[src/fgr_defs.svh]
// constants for the fine-granularity refresh block
`ifndef FGR_DEFS_SVH
`define FGR_DEFS_SVH

`define CLK_PERIOD_NS      40
`define BASE_INTERVAL_NS   7800
`define BASE_INTERVAL_CYC  (`BASE_INTERVAL_NS / `CLK_PERIOD_NS)
`define NS_TO_CYC(ns)      (((ns) + `CLK_PERIOD_NS - 1) / `CLK_PERIOD_NS)

`define RFC1_2G_NS  160
`define RFC1_4G_NS  260
`define RFC1_8G_NS  350
`define RFC2_2G_NS  110
`define RFC2_4G_NS  160
`define RFC2_8G_NS  260
`define RFC4_2G_NS  90
`define RFC4_4G_NS  110
`define RFC4_8G_NS  160

`define OFS_CTRL    6'h00
`define OFS_STATUS  6'h04
`define OFS_FLAGS   6'h08

`define CTRL_MODE_LSB    0
`define CTRL_TCR_BIT     3
`define CTRL_DENS_LSB    4
`define CTRL_TEMP_LSB    6
`define CTRL_RESET       8'h10

`define MODE_FIXED_1X  3'h0
`define MODE_FIXED_2X  3'h1
`define MODE_FIXED_4X  3'h2
`define MODE_OTF_1X2X  3'h5
`define MODE_OTF_1X4X  3'h6

`define FLAG_BUSY_CMD  0
`define FLAG_RATE_CHG  1
`define FLAG_OTF_MIX   2
`define FLAG_RSVD_MODE 3
`define FLAG_TCR_MODE  4
`define FLAG_WIDTH     5

`endif

[src/fgr_pkg.sv]
// types shared by the fine-granularity refresh block
package fgr_pkg;

  typedef enum logic [1:0] {
    RATE_1X = 2'h0,
    RATE_2X = 2'h1,
    RATE_4X = 2'h2
  } rate_e;

  typedef enum logic [1:0] {
    ST_ACTIVE = 2'b01,
    ST_SELF   = 2'b10
  } pwr_state_e;

  typedef struct packed {
    logic [3:0] cnt;
    logic       busy;
  } timer_s;

  typedef struct packed {
    logic [2:0]  mode;
    logic        tcr_en;
    logic [1:0]  density;
    logic [1:0]  temp_band;
    rate_e       rate;
    logic [1:0]  sub_cnt;
    logic        sr_need;
    logic        extra_need;
    logic [2:0]  extra_cnt;
    pwr_state_e  pwr;
    logic [4:0]  flags;
    logic [7:0]  interval;
    logic [3:0]  cycle_time;
    logic        waitreq;
    logic [31:0] rdata;
  } fgr_state_s;

endpackage

[src/refresh_busy_timer.sv]
// refresh cycle-time timer: busy for load_val cycles after a load
`timescale 1ns/100ps
module refresh_busy_timer
  import fgr_pkg::*;
(
  input  wire logic       mclk,      // clock
  input  wire logic       rst_b,     // sync reset, active low
  input  wire logic       load,      // start a refresh cycle
  input  wire logic [3:0] load_val,  // cycle time in clocks
  output logic            busy       // refresh in progress
);

  timer_s st_reg;
  timer_s st_next;

  always_comb begin
    st_next = st_reg;
    if (load) begin
      st_next.cnt = load_val;
    end else if (st_reg.cnt != 4'h0) begin
      st_next.cnt = st_reg.cnt - 4'h1;
    end
    st_next.busy = (st_next.cnt != 4'h0);
  end

  always_ff @(posedge mclk) begin
    if (!rst_b) begin
      st_reg <= '0;
    end else begin
      st_reg <= st_next;
    end
  end

  assign busy = st_reg.busy;

  chk_timer_hold: assert property (@(posedge mclk) disable iff (!rst_b)
    load && load_val == 4'h3 |=> busy [*3] ##1 !busy)
    else $error("refresh timer did not hold busy for its load value");

endmodule // refresh_busy_timer

[src/fgr_refresh_ctrl.sv]
// fine-granularity refresh rate control with avalon register slave
//
// The implementer's own choices: the Avalon-MM slave port and the address map.
`include "fgr_defs.svh"
`timescale 1ns/100ps
module fgr_refresh_ctrl
  import fgr_pkg::*;
#(
  parameter int BASE_CYC = `BASE_INTERVAL_CYC
)(
  input  wire logic        mclk,                 // 25 MHz clock
  input  wire logic        rst_b,                // sync reset, active low
  input  wire logic [5:0]  address,              // avalon byte address
  input  wire logic        read,                 // avalon read
  input  wire logic        write,                // avalon write
  input  wire logic [31:0] writedata,            // avalon write data
  input  wire logic [3:0]  byteenable,           // avalon byte lanes
  output logic [31:0]      readdata,             // avalon read data
  output logic             waitrequest,          // avalon wait
  input  wire logic        ref_cmd,              // refresh command pulse
  input  wire logic        bank_group_bit_zero,  // sampled with refresh
  input  wire logic        other_cmd,            // any non-deselect command
  input  wire logic        sr_entry,             // self refresh entry pulse
  input  wire logic        sr_exit,              // self refresh exit pulse
  output logic             refresh_busy,         // cycle time running
  output logic [7:0]       avg_refresh_interval, // interval in clocks
  output logic [3:0]       refresh_cycle_time,   // cycle time in clocks
  output logic             extra_refresh_needed  // post-exit extras owed
);

  fgr_state_s st_reg;
  fgr_state_s st_next;
  logic       timer_busy;
  logic       ref_ok;
  logic       take;
  logic       wr_ctrl;
  rate_e      cmd_rate;
  logic [3:0] cmd_cyc;

  ////////////////////////////////////////////////////////////////////////
  // helpers

  function automatic rate_e mode_rate(input logic [2:0] m);
    unique case (m)
      `MODE_FIXED_2X, `MODE_OTF_1X2X: mode_rate = RATE_2X;
      `MODE_FIXED_4X, `MODE_OTF_1X4X: mode_rate = RATE_4X;
      default:                        mode_rate = RATE_1X;
    endcase
  endfunction

  function automatic logic mode_legal(input logic [2:0] m);
    mode_legal = (m == `MODE_FIXED_1X) || (m == `MODE_FIXED_2X) ||
                 (m == `MODE_FIXED_4X) || (m == `MODE_OTF_1X2X) ||
                 (m == `MODE_OTF_1X4X);
  endfunction

  function automatic logic aligned(input rate_e r, input logic [1:0] c);
    aligned = (r == RATE_4X) ? (c == 2'h0) : (r == RATE_2X) ? !c[0] : 1'b1;
  endfunction

  function automatic logic [3:0] rfc_cyc(input rate_e r, input logic [1:0] d);
    int ns;
    ns = `RFC1_8G_NS;
    unique case ({r, d})
      {RATE_1X, 2'h0}: ns = `RFC1_2G_NS;
      {RATE_1X, 2'h1}: ns = `RFC1_4G_NS;
      {RATE_2X, 2'h0}: ns = `RFC2_2G_NS;
      {RATE_2X, 2'h1}: ns = `RFC2_4G_NS;
      {RATE_2X, 2'h2}: ns = `RFC2_8G_NS;
      {RATE_4X, 2'h0}: ns = `RFC4_2G_NS;
      {RATE_4X, 2'h1}: ns = `RFC4_4G_NS;
      {RATE_4X, 2'h2}: ns = `RFC4_8G_NS;
      default:         ns = `RFC1_8G_NS;
    endcase
    rfc_cyc = 4'(`NS_TO_CYC(ns));
  endfunction

  // base interval shifted by rate and temperature band
  function automatic logic [7:0] refi_cyc(input rate_e r, input logic [1:0] t);
    logic [7:0] b;
    b = 8'(BASE_CYC);
    refi_cyc = b >> ({1'b0, r} + {1'b0, t});
  endfunction

  ////////////////////////////////////////////////////////////////////////
  // command decode

  assign take    = (read || write) && !st_reg.waitreq;
  assign wr_ctrl = write && take && (address == `OFS_CTRL) && byteenable[0];
  assign ref_ok  = ref_cmd && !timer_busy && (st_reg.pwr == ST_ACTIVE);

  always_comb begin
    cmd_rate = mode_rate(st_reg.mode);
    if (st_reg.mode[2] && !bank_group_bit_zero) begin
      cmd_rate = RATE_1X;
    end
  end

  assign cmd_cyc = rfc_cyc(cmd_rate, st_reg.density);

  refresh_busy_timer u_timer (
    .mclk     (mclk),
    .rst_b    (rst_b),
    .load     (ref_ok),
    .load_val (cmd_cyc),
    .busy     (timer_busy)
  );

  ////////////////////////////////////////////////////////////////////////
  // next state

  always_comb begin
    logic [2:0] new_mode;
    logic [7:0] wb;
    logic [4:0] set;
    new_mode = writedata[`CTRL_MODE_LSB +: 3];
    wb       = writedata[7:0];
    set      = '0;
    st_next  = st_reg;

    // register bus: one wait cycle, then answer
    st_next.waitreq = !((read || write) && st_reg.waitreq);
    if ((read || write) && st_reg.waitreq) begin
      unique case (address)
        `OFS_CTRL:   st_next.rdata = {24'h0, st_reg.temp_band, st_reg.density,
                                      st_reg.tcr_en, st_reg.mode};
        `OFS_STATUS: st_next.rdata = {12'h0, st_reg.cycle_time, st_reg.interval, 1'b0,
                                      st_reg.pwr == ST_SELF, st_reg.extra_need,
                                      st_reg.sub_cnt, st_reg.rate, timer_busy};
        `OFS_FLAGS:  st_next.rdata = {27'h0, st_reg.flags};
        default:     st_next.rdata = 32'h0;
      endcase
    end

    if (wr_ctrl) begin
      st_next.tcr_en    = wb[`CTRL_TCR_BIT];
      st_next.density   = wb[`CTRL_DENS_LSB +: 2];
      st_next.temp_band = wb[`CTRL_TEMP_LSB +: 2];
      if (!mode_legal(new_mode)) begin
        set[`FLAG_RSVD_MODE] = 1'b1;
      end else begin
        st_next.mode = new_mode;
        if (mode_rate(new_mode) != mode_rate(st_reg.mode)) begin
          if (!aligned(mode_rate(st_reg.mode), st_reg.sub_cnt)) begin
            set[`FLAG_RATE_CHG] = 1'b1;
          end
          st_next.sub_cnt = 2'h0;
          st_next.rate    = mode_rate(new_mode);
        end else if (!new_mode[2]) begin
          st_next.rate = mode_rate(new_mode);
        end
      end
      if (wb[`CTRL_TCR_BIT] && mode_legal(new_mode) && new_mode != `MODE_FIXED_1X) begin
        set[`FLAG_TCR_MODE] = 1'b1;
      end
    end

    if ((ref_cmd || other_cmd) && timer_busy) begin
      set[`FLAG_BUSY_CMD] = 1'b1;
    end

    if (ref_ok) begin
      st_next.rate = cmd_rate;
      if (cmd_rate == RATE_1X) begin
        if (st_reg.mode[2] && !aligned(mode_rate(st_reg.mode), st_reg.sub_cnt)) begin
          set[`FLAG_OTF_MIX] = 1'b1;
        end
        st_next.sub_cnt = 2'h0;
      end else begin
        st_next.sub_cnt = st_reg.sub_cnt + 2'h1;
      end
      if (st_reg.extra_need) begin
        st_next.extra_cnt = st_reg.extra_cnt + 3'h1;
        if (cmd_rate == RATE_1X ||
            (cmd_rate == RATE_2X && st_reg.extra_cnt == 3'h1) ||
            (cmd_rate == RATE_4X && st_reg.extra_cnt == 3'h3)) begin
          st_next.extra_need = 1'b0;
          st_next.extra_cnt  = 3'h0;
          st_next.sub_cnt    = 2'h0;
        end
      end
    end

    unique case (st_reg.pwr)
      ST_ACTIVE: if (sr_entry && !timer_busy) begin
        st_next.pwr     = ST_SELF;
        st_next.sr_need = !aligned(st_reg.rate, st_reg.sub_cnt);
      end
      ST_SELF: if (sr_exit) begin
        st_next.pwr        = ST_ACTIVE;
        st_next.extra_need = st_reg.sr_need;
        st_next.extra_cnt  = 3'h0;
        st_next.sub_cnt    = 2'h0;
      end
      default: st_next.pwr = ST_ACTIVE;
    endcase

    // write one to clear; a new event wins
    if (write && take && address == `OFS_FLAGS && byteenable[0]) begin
      st_next.flags = st_reg.flags & ~writedata[`FLAG_WIDTH-1:0];
    end
    st_next.flags = st_next.flags | set;

    st_next.interval   = refi_cyc(st_next.rate, st_next.temp_band);
    st_next.cycle_time = rfc_cyc(st_next.rate, st_next.density);
  end

  always_ff @(posedge mclk) begin
    if (!rst_b) begin
      st_reg            <= '0;
      st_reg.mode       <= `MODE_FIXED_1X;
      st_reg.density    <= 2'(`CTRL_RESET >> `CTRL_DENS_LSB);
      st_reg.rate       <= RATE_1X;
      st_reg.pwr        <= ST_ACTIVE;
      st_reg.waitreq    <= 1'b1;
      st_reg.interval   <= 8'(BASE_CYC);
      st_reg.cycle_time <= 4'(`NS_TO_CYC(`RFC1_4G_NS));
    end else begin
      st_reg <= st_next;
    end
  end

  assign readdata             = st_reg.rdata;
  assign waitrequest          = st_reg.waitreq;
  assign refresh_busy         = timer_busy;
  assign avg_refresh_interval = st_reg.interval;
  assign refresh_cycle_time   = st_reg.cycle_time;
  assign extra_refresh_needed = st_reg.extra_need;

  ////////////////////////////////////////////////////////////////////////
  // checks

  chk_reset_fixed1x: assert property (@(posedge mclk)
    $rose(rst_b) |-> st_reg.mode == `MODE_FIXED_1X && avg_refresh_interval == 8'(BASE_CYC))
    else $error("reset did not leave fixed 1x at base interval");

  chk_busy_single: assert property (@(posedge mclk) disable iff (!rst_b)
    ref_ok && cmd_rate == RATE_1X && st_reg.density == 2'h0 |=>
      refresh_busy [*4] ##1 !refresh_busy)
    else $error("single-rate cycle time wrong for smallest density");

  chk_busy_quad: assert property (@(posedge mclk) disable iff (!rst_b)
    ref_ok && cmd_rate == RATE_4X && st_reg.density == 2'h2 |=>
      refresh_busy [*4] ##1 !refresh_busy)
    else $error("quad-rate cycle time wrong for largest density");

  chk_rate_apply: assert property (@(posedge mclk) disable iff (!rst_b)
    ref_ok |=> avg_refresh_interval == (8'(BASE_CYC) >> ({1'b0, $past(cmd_rate)} +
                                         {1'b0, st_reg.temp_band})))
    else $error("interval did not follow the refresh rate");

  chk_otf_select: assert property (@(posedge mclk) disable iff (!rst_b)
    ref_ok && st_reg.mode == `MODE_OTF_1X2X |=>
      st_reg.rate == ($past(bank_group_bit_zero) ? RATE_2X : RATE_1X))
    else $error("on-the-fly refresh picked wrong rate");

  chk_same_rate: assert property (@(posedge mclk) disable iff (!rst_b)
    wr_ctrl && mode_legal(writedata[2:0]) &&
    mode_rate(writedata[2:0]) == mode_rate(st_reg.mode) |=> !$rose(st_reg.flags[`FLAG_RATE_CHG]))
    else $error("same-rate mode switch counted as rate change");

  chk_sr_accept: assert property (@(posedge mclk) disable iff (!rst_b)
    st_reg.pwr == ST_ACTIVE && sr_entry && !timer_busy |=> st_reg.pwr == ST_SELF)
    else $error("self refresh entry refused");

  chk_rsvd_mode: assert property (@(posedge mclk) disable iff (!rst_b)
    wr_ctrl && !mode_legal(writedata[2:0]) |=> $stable(st_reg.mode) && st_reg.flags[3])
    else $error("reserved mode code accepted");

  chk_bus_answer: assert property (@(posedge mclk) disable iff (!rst_b)
    (read || write) && waitrequest |=> !waitrequest)
    else $error("bus answer not after one wait cycle");

  chk_busy_double: assert property (@(posedge mclk) disable iff (!rst_b)
    ref_ok && cmd_rate == RATE_2X && st_reg.density == 2'h2 |=>
      refresh_busy [*7] ##1 !refresh_busy)
    else $error("double-rate cycle time wrong for largest density");

  chk_otf_quad_pick: assert property (@(posedge mclk) disable iff (!rst_b)
    ref_ok && st_reg.mode == `MODE_OTF_1X4X |=>
      st_reg.rate == ($past(bank_group_bit_zero) ? RATE_4X : RATE_1X))
    else $error("on-the-fly quad refresh picked wrong rate");

  chk_busy_flag: assert property (@(posedge mclk) disable iff (!rst_b)
    (ref_cmd || other_cmd) && refresh_busy |=> st_reg.flags[`FLAG_BUSY_CMD])
    else $error("command during refresh cycle not flagged");

  chk_fixed_rate: assert property (@(posedge mclk) disable iff (!rst_b)
    ref_ok && !st_reg.mode[2] |=> st_reg.rate == mode_rate($past(st_reg.mode)))
    else $error("fixed-mode refresh ran at the wrong rate");

  chk_same_rate_cnt: assert property (@(posedge mclk) disable iff (!rst_b)
    wr_ctrl && mode_legal(writedata[2:0]) && !ref_ok && st_reg.pwr == ST_ACTIVE &&
    mode_rate(writedata[2:0]) == mode_rate(st_reg.mode) |=> $stable(st_reg.sub_cnt))
    else $error("same-rate mode switch reset the sub-rate count");

  chk_tcr_flag: assert property (@(posedge mclk) disable iff (!rst_b)
    wr_ctrl && writedata[`CTRL_TCR_BIT] && mode_legal(writedata[2:0]) &&
    writedata[2:0] != `MODE_FIXED_1X |=> st_reg.flags[`FLAG_TCR_MODE])
    else $error("temperature-controlled refresh with sub-rate mode not flagged");

  cov_otf_quad: cover property (@(posedge mclk) disable iff (!rst_b)
    ref_ok && st_reg.mode == `MODE_OTF_1X4X && cmd_rate == RATE_4X);
  cov_extra: cover property (@(posedge mclk) disable iff (!rst_b)
    $fell(extra_refresh_needed));
  cov_rate_flag: cover property (@(posedge mclk) disable iff (!rst_b)
    $rose(st_reg.flags[`FLAG_RATE_CHG]));
  cov_self_refresh: cover property (@(posedge mclk) disable iff (!rst_b)
    $rose(st_reg.pwr == ST_SELF));
  cov_busy_cmd: cover property (@(posedge mclk) disable iff (!rst_b)
    $rose(st_reg.flags[`FLAG_BUSY_CMD]));

endmodule // fgr_refresh_ctrl

[config.mk]
export PLATFORM = sky130hd
export DESIGN_NAME = fgr_refresh_ctrl
export DESIGN_NICKNAME = d
export VERILOG_FILES = /design/src/fgr_pkg.sv /design/src/refresh_busy_timer.sv /design/src/fgr_refresh_ctrl.sv
export VERILOG_INCLUDE_DIRS = /design/src
export SDC_FILE = /design/constraint.sdc
export NUM_CORES = 1
export LEC_CHECK = 0
export BUFFER_PORTS_ARGS = -buffer_cell sky130_fd_sc_hd__buf_2
export CAP_MARGIN = 20
export CORE_ASPECT_RATIO = 1.25
export CORE_MARGIN = 3
export CORE_UTILIZATION = 46
export DETAILED_ROUTE_END_ITERATION = 8
export HOLD_SLACK_MARGIN = 0.15
export PLACE_DENSITY = 0.64
export SLEW_MARGIN = 20
export SYNTH_ARGS = -nofsm -noshare
export SYNTH_HDL_FRONTEND = slang
export SYNTH_SLANG_ARGS = --single-unit
[constraint.sdc]
create_clock -name mclk -period 8.55 [get_ports mclk]
set_clock_uncertainty 0.15 [all_clocks]
set_input_delay 0.855 -clock mclk [delete_from_list [all_inputs] [get_ports mclk]]
set_output_delay 0.855 -clock mclk [all_outputs]
set_load 0.02 [all_outputs]
Word level (Yosys, flattened, before mapping)
Memories as Yosys holds them, arrays and structs flattened.
Cells that the tools add are included.
W data, S select, Z words.
- latch bits: 0
- output and inout port bits: 47
- RAM bits: 0
- memories: 2
- bits in read-only memories: 256
- word-level logic and storage cells: 155
- register bits after elaboration: 74
- equality and inequality tests: 25
- mux-type cells: 51
- bitwise logic cells: 3
- shift-type cells: 1
- add/subtract/negate cells: 8
- multipliers: 0
- reductions and logical operators: 46
- div/mod/pow operators: 2
- $lt $le $gt $ge: 0
- memories (name ; words ; width ; rd ports ; clocked after memory_dff ; write ports ; RTL line ; source):
    (name not given) ; 16 ; 8 ; 1 ; 0 ; 0 ; fgr_refresh_ctrl.sv:64 ; unique case ({r, d})
    (name not given) ; 16 ; 8 ; 1 ; 0 ; 0 ; fgr_refresh_ctrl.sv:64 ;
- operators with widths (cell ; count):
    $add A32 B7 Y32 const B ; 2
    $div A32 B7 Y32 const B ; 2
    $sub A32 B2 Y32 const B ; 2
    $pmux W20 S3 ; 1
    $mux W2 ; 20
    $mux W4 ; 8
    $logic_and A1 B1 Y1 ; 17
    $mux W1 ; 16
    $eq A3 B3 Y1 const B ; 4
    $pmux W2 S2 ; 3
    $eq A2 B1 Y1 const B ; 5
    $eq A2 B2 Y1 const B ; 5
    $eq A3 B1 Y1 const B ; 3
    $eq A3 B2 Y1 const B ; 3
    $logic_or A1 B1 Y1 ; 8
    $mux W8 ; 1
    $reduce_bool A4 Y1 ; 2
    $reduce_or A2 Y1 ; 4
    $shr A8 B3 Y8 const A ; 1
    $logic_not A1 Y1 ; 7
    $eq A6 B3 Y1 const B ; 1
    $eq A6 B4 Y1 const B ; 1
    $logic_not A6 Y1 ; 1
    $mux W6 ; 1
    other kinds (15) ; 18

Depth between registers and ports, before layout
- depth in word-level cells: 19
- depth in mapped cells: 30
- depth with buffers taken out: 28

By module
A second synthesis with hierarchy kept.
- cell total of the unflattened synthesis: 711
- area, all modules: 5574.1 µm²
- modules (own cells, without submodules) (module ; area an instance (µm²) ; instances ; cells an instance):
    fgr_refresh_ctrl ; 5276.3 ; 1 ; 677
    refresh_busy_timer ; 297.8 ; 1 ; 34

Worst setup path before layout
No wires, ideal clock.
- path kind: input port to flip-flop
- start point: input port address[1]
- end point: register st_reg, in the netlist refresh_cycle_time[0]
- setup slack: 1652 ps
- library setup time: 124 ps
- required time: 8276 ps
- stages on the path: 23
- arrival time: 6623 ps
- path through: or4_1 -> buf_2 -> nor3_4 -> mux2_2 -> ha_1 -> inv_1 -> a2111oi_0 -> a211o_1 -> inv_1 -> ha_1 -> nor4_2 -> nand2_1 -> nand2_1 -> nand2_1 -> ha_1 -> o31ai_1 -> o31ai_2 -> or3_1 -> a21oi_1 -> o31ai_1 -> xnor2_1 -> o211ai_1 -> a2111o_1
- RTL lines (item ; RTL line ; source):
    start: declaration ; fgr_refresh_ctrl.sv:13 ; input wire logic [5:0] address,
    end signal: assignment ; fgr_refresh_ctrl.sv:219 ; st_reg <= st_next;
    end: declaration ; fgr_refresh_ctrl.sv:31 ; fgr_state_s st_reg;

==> reports/metrics.cfg <==
[sta]
fin_ws_ns=0.918
worst_slew_pin_slew_ns=0.801
timing.final.max_slew_violations=0
fin_crit_sh_pct=89.3
slew_headroom_pct=45.8
grt_setup_unrepaired=no
hold_viol_final=0
max_freq_mhz=131
fin_setup_tns_ns=0
final-setup-viol-count=0
fin_crit_ns=7.63

[placement]
post-dp-hpwl_um=11800
dpl.cell_count=916
gp_congestion=0.884
port_buffers=58
placed_area_mm2=0.00597
place_ws_ns=0.763

[logic_synthesis]
synth_seq_cells=62
netlist_area_mm2=0.00581
yosys.area.top_type_share_pct=21.4
synth-async-reset-ratio_pct=0
yosysWarnings=0
avgSynthCellArea_um2=7.79
synth.area.top_cells=dfxtp_1 (21%), ha_1 (8.0%), buf_4 (5.8%), nor2_1 (4.7%), nand2_1 (3.9%)
synth.distinct_cells=91
synth_top_flop_cell=dfxtp_1
synth_cells=746
synth-seq-area-share_pct=21.4
synth_edf_count=0
yosys.area.top_type=dfxtp_1

[floorplan]
die_w_um=107
std_cell_rows=45
die-area_mm2=0.0140
ioPinCount=98
core-area_mm2=0.0123
die_h_um=132
start_util_pct=47.3

[critical_path]
start_kind=primary input
worstPathRequired_ns=8.62
reg2reg_slack_ns=0.96
path_class=in2reg
end_kind=flop
cp_max_fo=12
worstPathArrival_ns=7.70

[layout]
final_area_mm2=0.00630
drive_above_1_share_pct=15.9
final_cell_mix=nor2_1 (72), dfxtp_1 (62), nand2_1 (61), buf_2 (58), a21oi_1 (38)
fillers=1222
largest_register_ffs=23
nets=852
final_common_cell=nor2_1
diodes=0
fin_cells=932
syn_to_final_growth_pct=8.38

[pwr]
p_leak_nw=2.57
p_seq_share_pct=37.8
powerDensity_mw_per_mm2=132
power_w=0.000832
pwr-share-comb_pct=14.4
vdd_drop_max_uv=88.5
p_sw_w=0.000224
pwr-share-clk_pct=47.8
switching_share_pct=27.0
p_int_w=0.000607

[run_status]
status=finished clean

[clock_tree]
cts.sinks=62
post_cts_resized=0
worst_skew_pair.late_latency_ns=0.33
cts_inserted_buffers=9
clock-root-buffer=clkbuf_16
htreeDepth=3
postCtsSetupBuffers=0
clockBufferDepth=2
clkTransAtPathRegs_ns=0.06
cts_tree=yes
postCtsHoldBufs=0

[routing]
routedWlPerCell_um=16.1
postRouteAntennaNets=0
vias_per_cell=6.02
drtPass1Iterations=6
drt-total-wl_um=15100
vias=5612
drtIter0Drc=368
drc=0

[grt]
grt_pass1_vias=5055
grt_usage_pct=21.0
antenna_found_initial=0
grt_max_degree=43
grt_pass1_wl_um=24700
overflow=0

[min_path]
hp-class=reg2reg

[run]
maxCapViolCount=0

==> worst paths after layout <==
kind | to | start | cells past startpoint
min | st_reg[45] | st_reg[45] | 2
min reg2reg | st_reg[45] | st_reg[45] | 2
max | refresh_cycle_time[0] | address[2] | 27
max reg2reg | u_timer.busy | st_reg[64] | 22
==> power groups by stage <==
stage | sequential, W | clock [W] | combinational [W]
2_1_floorplan | 0.000320 | 0 | 0.0000903
3_3_place_gp | 0.000320 | 0 | 0.000117
3_5_place_dp | 0.000321 | 0 | 0.000119
4_1_cts | 0.000315 | 0.000402 | 0.000120
5_1_grt | 0.000316 | 0.000416 | 0.000136
6_report | 0.000314 | 0.000397 | 0.000120
==> cells in the mapped netlist (all sizes together) (12+ instances only) <==
cell type and instances:
ha 37, mux2i 15, nand2 61, dfxtp 62, nor3 21, clkbuf 17
nor4 13, inv 37, nand2b 16, o31ai 12, o21ai 36, a211oi 12
buf 54, nor2 75, nand3 22, xnor2 12, a21oi 40, a22oi 25
==> cell type report <==
| type | count | area [um^2] | area share, % |
|---|---|---|---|
| timing repair buffer | 66 | 350 | 5.56 |
| inverter | 39 | 146 | 2.33 |
| clock buffer | 9 | 225 | 3.58 |
| sequential | 62 | 1240 | 19.7 |
| tap | 164 | 205 | 3.26 |
| clock inverter | 7 | 104 | 1.65 |
| multi-input combinational | 585 | 4020 | 63.9 |
==> critical path: stages <==
cell and delay (ns):
buf_2 0.20, or4bb_1 0.59, nor3_4 0.23, buf_4 0.21
mux2_2 0.44, inv_2 0.16, ha_1 0.25, o21ai_0 0.12
nor4_1 0.33, or3_1 0.26, inv_1 0.09, ha_1 0.20
nor4_1 0.33, o21ai_0 0.15, a41o_1 0.29, nand2_1 0.08
nand2_1 0.05, nand2_1 0.10, ha_1 0.26, o31ai_1 0.52
o31ai_2 0.26, or3_1 0.48, a21oi_1 0.26, o31ai_1 0.17
xnor2_1 0.25, o211ai_1 0.13, a2111o_1 0.41
==> stage by stage <==
step,util (%),hold WS (ns)
detailed placement,48.6,0.304
finish,51.3,0.322
floorplan,-,0.282
global placement,48.6,0.297
global route,51.3,0.335
CTS,51.3,0.313
==> routing by layer <==
layer	share of wire, %	track usage [%]
met4	1.6	5.69
met2	50	36.7
met3	3.7	2.85
met5	0	0
met1	44	26.8
==> logic make-up after synthesis <==
family	Yosys count	synth area share (%)
XOR/XNOR	19	3.19
AO/OA/AOI/OAI	228	29.6
buffers and inverters	110	10.2
adder cells (fa/ha/maj)	38	8.31
multiplexers	19	3.42
AND/OR/NAND/NOR	269	23.9
flip-flops	62	21.4
other	1	0.0646
Power figures use the tool's default switching activity.
